$ cat src/rtl/ccw3_pkg.sv
// Constants for the core capability word three register.
// Assumes a single core clock and an active-low power-on reset.
`default_nettype none
package ccw3_pkg;
    // Register select of this word within the coprocessor space
    localparam logic [4:0]  CCW3_REG_NUM        = 5'h10;
    localparam logic [2:0]  CCW3_REG_SEL        = 3'h3;
    // Field positions
    localparam int          BIT_NEXT_WORD       = 31;
    localparam int          PRIO_WIDTH_LSB      = 21;
    localparam int          ISA_REV_LSB         = 18;
    localparam int          BIT_MCU_EXT         = 17;
    localparam int          BIT_EXC_ISA         = 16;
    localparam int          ISA_AVAIL_LSB       = 14;
    localparam int          BIT_ULR             = 13;
    localparam int          BIT_RXI             = 12;
    localparam int          BIT_DSP2            = 11;
    localparam int          BIT_DSP             = 10;
    localparam int          BIT_FLOW_TRACE      = 8;
    localparam int          BIT_EXT_VEC         = 6;
    localparam int          BIT_VEC_IRQ         = 5;
    localparam int          BIT_SMALL_PAGE      = 4;
    localparam int          BIT_COMMON_DEVICE_MAP_PRESENT            = 3;
    localparam int          BIT_TRACE_LOGIC     = 0;
    localparam int          BOOT_ISA_CFG_BIT    = 6;
    // Fixed field values
    localparam logic [1:0]  PRIO_WIDTH_VAL      = 2'h1;
    localparam logic [2:0]  ISA_REV_VAL         = 3'h0;
    localparam logic [1:0]  ISA_BOOT_COMPRESSED = 2'h3;
    localparam logic [1:0]  ISA_BOOT_BASE       = 2'h2;
    // Constant part of the word; ISA fields are ORed in separately
    localparam logic [31:0] CCW3_FIXED          = 32'h8022_3D68;
endpackage
`default_nettype wire

$ cat src/rtl/ccw3_boot_latch.sv
// Captures the boot ISA strap once after power-on reset release.
// Assumes strap input is stable during and after reset, from the clock's domain.
`default_nettype none
module ccw3_boot_latch (
    // Clock and reset
    input  wire logic clock,
    input  wire logic rst_n,
    // Strap in
    input  wire logic strapIn,
    // Captured value
    output var  logic boot_isa_config_bit,
    output var  logic loadPulse
);
    logic doneR_r;
    logic doneR_nxt;
    logic boot_isa_config_bit_nxt;
    always_comb begin
        doneR_nxt   = 1'b1;
        boot_isa_config_bit_nxt = doneR_r ? boot_isa_config_bit : strapIn;
    end
    // Strap taken on first edge after release, not under reset
    always_ff @(posedge clock or negedge rst_n) begin
        if (!rst_n) begin
            doneR_r   <= 1'b0;
            boot_isa_config_bit   <= 1'b0;
            loadPulse <= 1'b0;
        end else begin
            doneR_r   <= doneR_nxt;
            boot_isa_config_bit   <= boot_isa_config_bit_nxt;
            loadPulse <= !doneR_r;
        end
    end
endmodule
`default_nettype wire

$ cat src/rtl/ccw3_exc_isa.sv
// Holds the writable exception-entry ISA select bit.
// Assumes the boot latch load pulse arrives once after reset.
`default_nettype none
module ccw3_exc_isa (
    // Clock and reset
    input  wire logic clock,
    input  wire logic rst_n,
    // Load and write
    input  wire logic loadPulse,
    input  wire logic boot_isa_config_bit,
    input  wire logic wrEn,
    input  wire logic wrBit,
    // State
    output var  logic excIsa
);
    logic excIsa_nxt;
    always_comb begin
        excIsa_nxt = excIsa;
        if (loadPulse) begin
            excIsa_nxt = boot_isa_config_bit;
        end else if (wrEn) begin
            excIsa_nxt = wrBit;
        end
    end
    always_ff @(posedge clock or negedge rst_n) begin
        if (!rst_n) begin
            excIsa <= 1'b0;
        end else begin
            excIsa <= excIsa_nxt;
        end
    end
endmodule
`default_nettype wire

$ cat src/rtl/ccw3_core_config.sv
// Core capability word three: read-mostly configuration register.
// Assumes coprocessor accesses are single-cycle strobes on the core clock.
`default_nettype none
////////////////////////////////////////////////////////////////////////////////
// Function
// - Top bit reads one, writes ignored
// - Unimplemented bits always read zero
// - Priority width field reads 01
// - Compressed ISA revision reads 000
// - Bit 17 reads one, MCU extension
// - Bit 16 writable exception-entry ISA select
// - Bits 15-14 read 11 or 10
// - Boot strap loads ISA fields after reset release
// - Bit 13 reads one, user-local register
// - Bit 12 reads one, inhibit bits
// - Bit 11 reads one, DSP rev two
// - Bit 10 reads one, DSP present
// - Bit 8 reads one, flow trace
// - Bit 6 reads one, external vectoring
// - Bit 5 reads one, vectored interrupts
// - Bit 4 reads zero, 4 KB pages
// - Bit 3 reads one, device map
// - Bit 0 reads zero, no trace
module ccw3_core_config (
    // Clock and reset
    input  wire logic        clock,
    input  wire logic        rst_n,
    // Boot configuration strap (bit 6 of device config word zero)
    input  wire logic        bootIsaConfigBit,
    // Coprocessor register access
    input  wire logic [4:0]  regNum,
    input  wire logic [2:0]  regSel,
    input  wire logic        rdEn,
    input  wire logic        wrEn,
    input  wire logic [31:0] wrData,
    output var  logic [31:0] rdData,
    output var  logic        rdValid,
    // Live state toward the core
    output var  logic        excEntryIsa,
    output var  logic        resetIsaCompressed
);
    ////////////////////////////////////////////////////////////////////////////
    logic        boot_isa_config_bit;
    logic        loadPulse;
    logic        excIsa;
    logic        hit;
    logic [31:0] wordVal;
    logic [31:0] rdData_nxt;
    logic        rdValid_nxt;
    logic        excOut_nxt;
    logic        rstIsaOut_nxt;
    logic [1:0]  isaAvail;

    ccw3_boot_latch u_boot (
        .clock     (clock),
        .rst_n     (rst_n),
        .strapIn   (bootIsaConfigBit),
        .boot_isa_config_bit   (boot_isa_config_bit),
        .loadPulse (loadPulse)
    );

    assign hit = (regNum == ccw3_pkg::CCW3_REG_NUM) && (regSel == ccw3_pkg::CCW3_REG_SEL);

    // Only bit 16 is taken from a write; bits 15-14 follow the boot strap, all else is hardwired
    ccw3_exc_isa u_exc (
        .clock     (clock),
        .rst_n     (rst_n),
        .loadPulse (loadPulse),
        .boot_isa_config_bit   (boot_isa_config_bit),
        .wrEn      (wrEn && hit),
        .wrBit     (wrData[ccw3_pkg::BIT_EXC_ISA]),
        .excIsa    (excIsa)
    );

    ////////////////////////////////////////////////////////////////////////////
    always_comb begin
        isaAvail = boot_isa_config_bit ? ccw3_pkg::ISA_BOOT_COMPRESSED : ccw3_pkg::ISA_BOOT_BASE;
        wordVal  = ccw3_pkg::CCW3_FIXED;
        wordVal[ccw3_pkg::BIT_EXC_ISA] = excIsa;
        wordVal[ccw3_pkg::ISA_AVAIL_LSB +: 2] = isaAvail;
        rdValid_nxt   = rdEn && hit;
        rdData_nxt    = (rdEn && hit) ? wordVal : 32'h0000_0000;
        excOut_nxt    = excIsa;
        rstIsaOut_nxt = boot_isa_config_bit;
    end
    // Fixed image also

    always_ff @(posedge clock or negedge rst_n) begin
        if (!rst_n) begin
            rdData             <= 32'h0000_0000;
            rdValid            <= 1'b0;
            excEntryIsa        <= 1'b0;
            resetIsaCompressed <= 1'b0;
        end else begin
            rdData             <= rdData_nxt;
            rdValid            <= rdValid_nxt;
            excEntryIsa        <= excOut_nxt;
            resetIsaCompressed <= rstIsaOut_nxt;
        end
    end

    ////////////////////////////////////////////////////////////////////////////
    // Checks on the read image
    top_bit_a: assert property (@(posedge clock) disable iff (!rst_n)
        rdValid |-> rdData[31]) else $error("top bit not one");

    zero_bits_a: assert property (@(posedge clock) disable iff (!rst_n)
        rdValid |-> (rdData[30:23] == 8'h00 && !rdData[9] && !rdData[7] && rdData[2:1] == 2'h0))
        else $error("unimplemented bits nonzero");

    prio_width_a: assert property (@(posedge clock) disable iff (!rst_n)
        rdValid |-> rdData[22:21] == 2'h1) else $error("priority width wrong");

    isa_rev_a: assert property (@(posedge clock) disable iff (!rst_n)
        rdValid |-> rdData[20:18] == 3'h0) else $error("isa revision wrong");

    flags_one_a: assert property (@(posedge clock) disable iff (!rst_n)
        rdValid |-> (rdData[17] && rdData[13] && rdData[12] && rdData[11] && rdData[10]
                     && rdData[8] && rdData[6] && rdData[5] && rdData[3]))
        else $error("capability flag cleared");

    flags_zero_a: assert property (@(posedge clock) disable iff (!rst_n)
        rdValid |-> (!rdData[4] && !rdData[0])) else $error("page or trace flag set");

    mcu_bit_a: assert property (@(posedge clock) disable iff (!rst_n)
        rdValid |-> rdData[ccw3_pkg::BIT_MCU_EXT]) else $error("extension flag cleared");

    ulr_bit_a: assert property (@(posedge clock) disable iff (!rst_n)
        rdValid |-> rdData[ccw3_pkg::BIT_ULR]) else $error("user local flag cleared");

    inhibit_bit_a: assert property (@(posedge clock) disable iff (!rst_n)
        rdValid |-> rdData[ccw3_pkg::BIT_RXI]) else $error("inhibit flag cleared");

    dsp_two_a: assert property (@(posedge clock) disable iff (!rst_n)
        rdValid |-> rdData[ccw3_pkg::BIT_DSP2]) else $error("dsp rev two flag cleared");

    dsp_bit_a: assert property (@(posedge clock) disable iff (!rst_n)
        rdValid |-> rdData[ccw3_pkg::BIT_DSP]) else $error("dsp flag cleared");

    flow_trace_a: assert property (@(posedge clock) disable iff (!rst_n)
        rdValid |-> rdData[ccw3_pkg::BIT_FLOW_TRACE]) else $error("flow trace flag cleared");

    ext_vec_a: assert property (@(posedge clock) disable iff (!rst_n)
        rdValid |-> rdData[ccw3_pkg::BIT_EXT_VEC]) else $error("external vector flag cleared");

    vec_irq_a: assert property (@(posedge clock) disable iff (!rst_n)
        rdValid |-> rdData[ccw3_pkg::BIT_VEC_IRQ]) else $error("vectored flag cleared");

    small_page_a: assert property (@(posedge clock) disable iff (!rst_n)
        rdValid |-> !rdData[ccw3_pkg::BIT_SMALL_PAGE]) else $error("small page flag set");

    dev_map_a: assert property (@(posedge clock) disable iff (!rst_n)
        rdValid |-> rdData[ccw3_pkg::BIT_COMMON_DEVICE_MAP_PRESENT]) else $error("device map flag cleared");

    trace_off_a: assert property (@(posedge clock) disable iff (!rst_n)
        rdValid |-> !rdData[ccw3_pkg::BIT_TRACE_LOGIC]) else $error("trace logic flag set");

    isa_field_a: assert property (@(posedge clock) disable iff (!rst_n)
        rdValid |-> rdData[15:14] == {1'b1, $past(boot_isa_config_bit)}) else $error("isa field wrong");

    exc_image_a: assert property (@(posedge clock) disable iff (!rst_n)
        rdValid |-> rdData[ccw3_pkg::BIT_EXC_ISA] == $past(excIsa)) else $error("select bit image wrong");

    // One check per hardwired bit; bits 16 to 14 (select bit and ISA field) are covered above
    for (genvar b = 0; b < 32; b++) begin : g_fixed_bit
        if (b < ccw3_pkg::ISA_AVAIL_LSB || b > ccw3_pkg::BIT_EXC_ISA) begin : g_chk
            fixed_bit_a: assert property (@(posedge clock) disable iff (!rst_n)
                rdValid |-> rdData[b] == ccw3_pkg::CCW3_FIXED[b]) else $error("hardwired bit moved");
        end
    end

    ////////////////////////////////////////////////////////////////////////////
    // Checks on the access handshake
    read_lat_a: assert property (@(posedge clock) disable iff (!rst_n)
        (rdEn && hit) |=> rdValid) else $error("read answer missing");

    read_pulse_a: assert property (@(posedge clock) disable iff (!rst_n)
        !(rdEn && hit) |=> !rdValid) else $error("read answer without request");

    // Idle bus shows zero so a stale word cannot be mistaken for an answer
    read_quiet_a: assert property (@(posedge clock) disable iff (!rst_n)
        !rdValid |-> rdData == 32'h0000_0000) else $error("read data not idle");

    ////////////////////////////////////////////////////////////////////////////
    // Checks on the writable select bit
    exc_write_a: assert property (@(posedge clock) disable iff (!rst_n)
        (wrEn && hit && !loadPulse) |-> ##2 excEntryIsa == $past(wrData[16], 2))
        else $error("exception isa write lost");

    exc_hold_a: assert property (@(posedge clock) disable iff (!rst_n)
        (!loadPulse && !(wrEn && hit)) |=> excIsa == $past(excIsa))
        else $error("select bit moved without write");

    exc_pipe_a: assert property (@(posedge clock) disable iff (!rst_n)
        1'b1 |=> excEntryIsa == $past(excIsa)) else $error("select output lags wrongly");

    ////////////////////////////////////////////////////////////////////////////
    // Checks on the boot load
    boot_load_a: assert property (@(posedge clock) disable iff (!rst_n)
        loadPulse |=> excIsa == $past(boot_isa_config_bit)) else $error("boot load missed");

    // Strap must not be re-sampled once taken; a late strap change is ignored
    boot_hold_a: assert property (@(posedge clock) disable iff (!rst_n)
        u_boot.doneR_r |=> boot_isa_config_bit == $past(boot_isa_config_bit)) else $error("boot strap re-sampled");

    rst_isa_a: assert property (@(posedge clock) disable iff (!rst_n)
        1'b1 |=> resetIsaCompressed == $past(boot_isa_config_bit)) else $error("reset isa output wrong");

    // Cycles since reset release, saturating; only feeds the checks below
    logic [1:0] relCnt_r;
    logic [1:0] relCnt_nxt;

    always_comb begin
        relCnt_nxt = (relCnt_r == 2'h3) ? relCnt_r : relCnt_r + 2'h1;
    end

    always_ff @(posedge clock or negedge rst_n) begin
        if (!rst_n) begin
            relCnt_r <= 2'h0;
        end else begin
            relCnt_r <= relCnt_nxt;
        end
    end

    load_once_a: assert property (@(posedge clock) disable iff (!rst_n)
        loadPulse |-> relCnt_r == 2'h1) else $error("boot load outside first cycle");

    load_seen_a: assert property (@(posedge clock) disable iff (!rst_n)
        (relCnt_r == 2'h1) |-> loadPulse) else $error("boot load pulse missing");

    load_single_a: assert property (@(posedge clock) disable iff (!rst_n)
        loadPulse |=> !loadPulse) else $error("boot load pulse too long");

    ////////////////////////////////////////////////////////////////////////////
    // Checks on the ISA availability field
    isa_avail_a: assert property (@(posedge clock) disable iff (!rst_n)
        rdValid |-> (rdData[15:14] == ccw3_pkg::ISA_BOOT_COMPRESSED
                     || rdData[15:14] == ccw3_pkg::ISA_BOOT_BASE))
        else $error("isa field illegal code");

    isa_match_a: assert property (@(posedge clock) disable iff (!rst_n)
        rdValid |-> rdData[14] == resetIsaCompressed) else $error("isa field and output differ");

    // Both copies come from the same latch, so after the load they agree until bit 16 is written
    isa_agree_a: assert property (@(posedge clock) disable iff (!rst_n)
        (relCnt_r == 2'h3 && !$past(wrEn && hit) && !$past(wrEn && hit, 2) && u_boot.doneR_r
         && excEntryIsa == resetIsaCompressed) |=> (excEntryIsa == resetIsaCompressed || $past(wrEn && hit)))
        else $error("select and reset isa split without write");
endmodule
`default_nettype wire

$ cat config.mk
export PLATFORM = sky130hd
export DESIGN_NAME = ccw3_core_config
export DESIGN_NICKNAME = d
export VERILOG_FILES = /design/src/rtl/ccw3_pkg.sv /design/src/rtl/ccw3_boot_latch.sv /design/src/rtl/ccw3_exc_isa.sv /design/src/rtl/ccw3_core_config.sv
export SDC_FILE = /design/constraint.sdc
export NUM_CORES = 1
export LEC_CHECK = 0
export BUFFER_PORTS_ARGS = -buffer_cell sky130_fd_sc_hd__buf_4
export CELL_PAD_IN_SITES_DETAIL_PLACEMENT = 1
export CELL_PAD_IN_SITES_GLOBAL_PLACEMENT = 1
export CORE_ASPECT_RATIO = 1.4
export CORE_UTILIZATION = 19
export DETAILED_ROUTE_END_ITERATION = 6
export HOLD_SLACK_MARGIN = 0.1
export MAX_ROUTING_LAYER = met4
export PLACE_DENSITY_LB_ADDON = 0.08
export SYNTH_ARGS = -nofsm -noshare
export SYNTH_HDL_FRONTEND = slang
export SYNTH_SLANG_ARGS = --single-unit
$ cat constraint.sdc
create_clock -name clock -period 1.2 [get_ports clock]
set_input_delay 0.12 -clock clock [delete_from_list [all_inputs] [get_ports clock]]
set_output_delay 0.12 -clock clock [all_outputs]
set_load 0.02 [all_outputs]
# Word-level counts from Yosys, hierarchy flattened
# Cells that the tools add are included.
# W data, S select, Z words.
# totals
output_inout_bits	35
inputBits	45
regBits	39
elab_cells	19
# op_classes
eq_ne	2
muxes	4
n_reduce_logical	5
# ops
operator	n
$mux W32	1
$eq A5 B5 Y1 const B	1
$eq A3 B2 Y1 const B	1
$logic_and A1 B1 Y1	3
$mux W1	3
$reduce_bool A2 Y1	1
$logic_not A1 Y1	1

# Longest topological paths before layout
# Gate-level depths: netlist of the first run.
# logic_depth
word_depth	5
ltp_mapped	3
mapped_depth_nobuf	3

# By module
# Synthesis of the first run repeated with hierarchy kept, for this count alone.
# hier_totals
hier_cells	56
hier_area_um2	570.5
# modules_own_cells
mod	cells_per_inst	area_per_inst_um2	seq_area_each_um2	instances
ccw3_core_config	46	429.2	125.1	1
ccw3_boot_latch	6	97.6	75.1	1
ccw3_exc_isa	4	43.8	25.0	1

# Worst setup path after synthesis of the first run
# Ideal clock, no wire load.
# synth_path
path_kind	register -> output
startpoint	reg rdData[21] (netlist name)
endpoint	out rdData[10]
path_buffers	1
path_stages_with_launch	2
t_required_ns	1.080
arrival_time_ns	0.812
slack_ns	0.268
path_cell_list	dfrtp_1 > buf_4
# synth_lines
element	line_no	text
end, declared	ccw3_core_config.sv:36	output var logic [31:0] rdData,

==> results.ini, run 1 <==
[worst_hold_path]
hold_class=primary input to register
holdCritStartpoint=bootIsaConfigBit

[timing]
finalClockSkew_ps=2.49
drv_slew=0
timing.final.crit_share_pct=92.9
setup-violations-final=0
fin_tns_setup_ps=0
max_freq_mhz=897
post-route-min-period_ps=1120
finalHoldViolCount=0
rsz0062_at_grt=no

[yosys]
synth.most_common_cell=buf_4
synth_flop_cell=dfrtp_1
yosys-top-cells-count=30 x buf_4, 9 x dfrtp_1, 4 x inv_1
synth_top_area_share_pct=40.0
syn_avg_cell_area_sq_um=10.2
synth_edf_count=0
synthArstFlopShare_pct=100
yosysWarningCount=0
synth-seq-cells=9
syn_inst=55
synth_cell_types=10
ys_seq_area_share_pct=40.0
yosysTopAreaCell=buf_4
synth.area.top_cells=buf_4 40%, dfrtp_1 40%, mux2i_1 5.3%, nor4_4 3.8%, inv_1 2.7%
synth_area_sq_um=563

[floorplanning]
start_util_pct=19.8
num_io_pins=80
core_area_sq_um=2850
die_x_um=48.0
fp.dieArea_sq_um=3190
fp.dieH_um=66.4
rows=23

[layout]
seqCellArea_sq_um=225
areaGrowthSynthToFinish_pct=29.3
fillCellCount=336
fin_nets=123
multi_input_area_sq_um=161
antenna_cells=0
drive_gt1_share_pct=45.5
design_area_sq_um=728

[critical_path]
start_kind=register
critPathKind=register to output pin
cpPeakStageDelay_ps=550
endpoint_kind=output pin
crit_slowest_cell=dfrtp_1
crit_arrival_ps=1000
path_delay_family=flip-flops
critPathBufInv=1
cp-startpoint=rdData[21]$_DFF_PN0_
r2r_start=u_boot.boot_isa_config_bit$_DFFE_PN0N_
critical_path.max_fanout=13
required_ps=1080
crit_chain=buf_4

[power]
power.switching_uw=223
p_seq_share_pct=40.7
internal-power_uw=610
p_per_area_nw_per_um2=1140
pwr-share-clk_pct=42.5
peakVddDrop_mv=0.368
pwr-share-comb_pct=16.9
swShare_pct=26.8
power.leakage_uw=0.000420

[global_route]
antenna_found_initial=0
grt_overflow=0
grt_pass1_wl_mm=1.41
grt_max_degree=14
grt_use_total_pct=6.74
grt_pass1_vias=323

[route]
drc=0
postRouteAntennaNets=0
vias=353
wirelength_um=942
wl_per_cell_um=8.26
post_drt_via_cell_ratio=3.10
first_iter_violations=0
drtPass1Iterations=1

[clock_network]
htreeDepth=1
clk_latency_ps=230
path_clk_slew_ps=50
cts.sink_count=9
cts_setup_buffers=0
ctsResizeCount=0
cts_inserted_buffers=3
cts_tree=yes
clk_path_buf_depth=2
root_buffer=clkbuf_8
postCtsHoldBufs=1

[place]
place_congestion=0.585
hpwl_um=806
placed_cell_area_sq_um=673
io_buffers=30

[flow_run]
cap_violations=0

[outcome]
outcome=finished, final reports clean

-- placed cells by master (no fill, tap or decap) --
cell type	Yosys	layout
and4b_1	1	1
buf_4	30	30
clkbuf_1	0	1
clkbuf_8	0	3
conb_1	2	19
dfrtp_1	9	9
dlygate4sd3_1	0	1
inv_1	4	4
mux2_2	1	1
mux2i_1	3	3
nand3_1	2	2
nor2_1	2	2
nor4_4	1	1
-- power groups by stage --
stage	Combinational (uW)	Sequential, uW	Clock [uW]
3_5_place_dp	139	344	0
2_1_floorplan	115	351	0
3_3_place_gp	137	344	0
5_1_grt	155	341	377
4_1_cts	141	340	365
6_report	140	339	354
-- cell families after synthesis --
| family | synth area share (%) |
|---|---|
| flip-flops | 40.0 |
| multiplexers | 7.33 |
| buffers and inverters | 42.7 |
| other | 1.33 |
| AND/OR/NAND/NOR | 8.67 |
-- per-stage QoR --
stage / cells / setup WS [ps] / hold slack, ps / util, % / total power [uW]
global route: 114 / 12.1 / 122 / 25.6 / 873
finish: 114 / 84.8 / 116 / 25.6 / 833
CTS: 114 / 60.1 / 114 / 25.6 / 845
detailed placement: 109 / 264 / -46.5 / 23.6 / 483
global placement: 109 / 271 / -48.2 / 23.6 / 481
floorplan: 72 / 268 / -176 / - / 466
-- final timing paths --
check,slack (ps),endpoint,cells after the start
max,80,rdData[13],1
min,120,u_boot.boot_isa_config_bit$_DFFE_PN0N_,2
max reg2reg,390,u_boot.boot_isa_config_bit$_DFFE_PN0N_,1
min reg2reg,400,excEntryIsa$_DFF_PN0_,0
max in group asynchronous,830,u_exc.excIsa$_DFFE_PN0P_,2
min in group asynchronous,240,u_boot.doneR_r$_DFF_PN0_,2
-- metal layers --
metal	wire, um	vias up	track usage [%]
met1	309	161	6.22
met4	15	0	4.17
met3	97	2	2.46
met2	519	26	11.1
met5	0	-	-
li1	-	164	-
-- flip-flops by register name, summed over array words and instances, names as in the netlist --
register / flops
excEntryIsa: 1
u_boot.doneR_r: 1
u_boot.loadPulse: 1
u_boot.boot_isa_config_bit: 1
resetIsaCompressed: 1
rdData: 3
u_exc.excIsa: 1
-- final cells by class --
class                   count  share of cell area (%)
clock buffers               4                    6.19
inverters                   4                    2.06
multi-input cells          29                    22.2
flip-flops and latches      9                    30.9
well taps                  37                    6.36
repair buffers             31                    32.3
(Power assumes the default switching activity.)
==> run 2, diff against run 1 <==
--- a/config.mk
+++ b/config.mk
@@ -5,6 +5,7 @@
 export SDC_FILE = /design/constraint.sdc
 export NUM_CORES = 1
 export LEC_CHECK = 0
+export ABC_AREA = 1
 export BUFFER_PORTS_ARGS = -buffer_cell sky130_fd_sc_hd__buf_4
 export CELL_PAD_IN_SITES_DETAIL_PLACEMENT = 1
 export CELL_PAD_IN_SITES_GLOBAL_PLACEMENT = 1
==> results.ini, run 2 <==
[yosys]
yosysWarningCount=0  ; unchanged
syn_inst=69  ; was 55
synth.most_common_cell=buf_4  ; unchanged
synth_flop_cell=dfrtp_1  ; unchanged
synth_top_area_share_pct=38.9  ; was 40.0%
synth.area.top_cells=buf_4 39%, dfrtp_1 39%, inv_1 6.5%, nand2_1 5.8%, nor2_2 2.2%  ; was buf_4 40%, dfrtp_1 40%, mux2i_1 5.3%, nor4_4 3.8%, inv_1 2.7%
syn_avg_cell_area_sq_um=8.40  ; was 10.2 sq um
yosys-top-cells-count=30 x buf_4, 10 x inv_1, 9 x dfrtp_1, 9 x nand2_1  ; was 30 x buf_4, 9 x dfrtp_1, 4 x inv_1
synth_edf_count=0  ; unchanged
yosysTopAreaCell=buf_4  ; unchanged
synth-seq-cells=9  ; unchanged
synthArstFlopShare_pct=100  ; unchanged
synth_cell_types=10  ; unchanged
synth_area_sq_um=579  ; was 563 sq um
ys_seq_area_share_pct=38.9  ; was 40.0%

[clock_network]
cts.sink_count=9  ; unchanged
cts_inserted_buffers=3  ; unchanged
path_clk_slew_ps=40  ; was 50 ps
htreeDepth=1  ; unchanged
clk_path_buf_depth=2  ; unchanged
root_buffer=clkbuf_8  ; unchanged
clk_latency_ps=230  ; about the same
cts_tree=yes  ; unchanged
cts_setup_buffers=0  ; unchanged

[critical_path]
critPathKind=register to output pin  ; unchanged
path_delay_family=flip-flops  ; unchanged
r2r_start=u_boot.loadPulse$_DFF_PN0_  ; was u_boot.boot_isa_config_bit$_DFFE_PN0N_
crit_chain=buf_4  ; unchanged
start_kind=register  ; unchanged
critical_path.max_fanout=13  ; unchanged
critPathBufInv=1  ; unchanged
crit_cells=1  ; unchanged
crit_arrival_ps=990  ; was 1000 ps
r2r_slack_ps=420  ; was 390 ps
required_ps=1080  ; about the same
crit_slowest_cell=dfrtp_1  ; unchanged
cp-startpoint=rdData[21]$_DFF_PN0_  ; unchanged
endpoint_kind=output pin  ; unchanged
rr_worst_depth=4  ; was 1
cpPeakStageDelay_ps=550  ; about the same
regToRegEndpoint=u_exc.excIsa$_DFFE_PN0P_  ; was u_boot.boot_isa_config_bit$_DFFE_PN0N_
critPathCapture=rdData[31]  ; was rdData[13]

[power]
peakVddDrop_mv=0.415  ; was 0.368 mV
p_per_area_nw_per_um2=1080  ; was 1140 nW/um^2
power.leakage_uw=0.000447  ; was 0.000420 uW

[place]
pre_cts_ws_ps=335  ; was 264 ps
hpwl_um=811  ; was 806 um
io_buffers=30  ; unchanged
place_congestion=0.664  ; was 0.585
dp.cells=123  ; was 109

[timing]
timing.final.crit_share_pct=92.6  ; was 92.9%
post-route-min-period_ps=1110  ; was 1120 ps
holdWs_ps=106  ; was 116 ps
drv_slew=0  ; unchanged
setup-violations-final=0  ; unchanged
rsz0062_at_grt=no  ; unchanged
finalHoldViolCount=0  ; unchanged
worst_slack_ps=88.3  ; was 84.8 ps
max_freq_mhz=899  ; was 897 MHz
fin_tns_setup_ps=0  ; unchanged
finalClockSkew_ps=2.55  ; was 2.49 ps

[floorplanning]
rows=23  ; unchanged
num_io_pins=80  ; unchanged
die_x_um=48.7  ; was 48.0 um
fp.dieArea_sq_um=3280  ; was 3190 sq um
start_util_pct=20.1  ; was 19.8%
fp.dieH_um=67.3  ; was 66.4 um
core_area_sq_um=2880  ; was 2850 sq um

[layout]
finish.utilization_pct=25.9  ; was 25.6%
regMostFlops=rdData  ; unchanged
largest_reg_flops=3  ; unchanged
finalNonFillerCells=128  ; was 114
areaGrowthSynthToFinish_pct=28.5  ; was 29.3%
final_cell_mix=30 x buf_4, 19 x conb_1, 10 x inv_1  ; was 30 x buf_4, 19 x conb_1, 9 x dfrtp_1
drive_gt1_share_pct=39.6  ; was 45.5%
antenna_cells=0  ; unchanged
mostFrequentLayoutCell=buf_4  ; unchanged
fin_nets=137  ; was 123

[global_route]
grt_max_degree=14  ; unchanged
grt_pass1_vias=348  ; was 323
antenna_found_initial=0  ; unchanged
grt_use_total_pct=6.27  ; was 6.74%
grt_overflow=0  ; unchanged
grt_pass1_wl_mm=1.47  ; was 1.41 mm

[flow_run]
cap_violations=0  ; unchanged

[route]
post_drt_via_cell_ratio=3.15  ; was 3.10
wl_per_cell_um=7.34  ; was 8.26 um
drc=0  ; unchanged
vias=403  ; was 353
wirelength_um=940  ; was 942 um
postRouteAntennaNets=0  ; unchanged
drtPass1Iterations=2  ; was 1
first_iter_violations=9  ; was 0

[outcome]
outcome=finished, final reports clean  ; unchanged

[worst_hold_path]
hold_class=primary input to register  ; unchanged

-- run 2: cell type report --
type | instances | area [sq um]
repair buffers | 31 | 235
fillers | 359 | 2130
multi-input cells | 37 | 155
clock buffers | 4 | 45.0
well taps | 37 | 46.3
inverters | 10 | 37.5
flip-flops and latches | 9 | 225
-- run 2: how the worst min path moves through the flow --
stage | end | cells past startpoint | from
CTS | u_boot.boot_isa_config_bit$_DFFE_PN0N_ | 3 | bootIsaConfigBit
floorplan | excEntryIsa$_DFF_PN0_ | 0 | rst_n
detailed placement | u_boot.boot_isa_config_bit$_DFFE_PN0N_ | 1 | rst_n
global route | u_boot.boot_isa_config_bit$_DFFE_PN0N_ | 3 | bootIsaConfigBit
finish | u_boot.boot_isa_config_bit$_DFFE_PN0N_ | 3 | bootIsaConfigBit
global placement | resetIsaCompressed$_DFF_PN0_ | 1 | rst_n
-- run 2: timing repair --
| item | CTS | global route |
|---|---|---|
| resized for setup | 0 | 0 |
| endpoints found under the hold margin | 9 | 0 |
| hold buffers | 1 | 0 |
-- run 2: through the flow --
step                area, sq um  power, uW
detailed placement          689        470
finish                      744        805
global route                744        854
floorplan                   643        460
global placement            689        468
CTS                         744        822
-- run 2: kinds of logic after synthesis --
| group | Yosys count | share of synthesized area (%) |
|---|---|---|
| AOI/OAI and AO/OA | 2 | 1.73 |
| buffers and inverters | 40 | 45.4 |
| DFF | 9 | 38.9 |
| other | 2 | 1.30 |
| and+or+nand+nor | 16 | 12.7 |
-- run 2: power by group --
part	switching (uW)	internal [uW]	total (uW)
Clock	107	230	338
Combinational	91.5	47.3	139
Sequential	6.58	322	328
Total	205	600	805
-- run 2: metal layers --
layer | track usage, % | wire [um] | vias up
met5 | - | 0 | -
met4 | 4.41 | 8 | 0
met3 | 2.70 | 102 | 2
met2 | 10.2 | 491 | 31
met1 | 6.01 | 337 | 176
li1 | - | - | 194
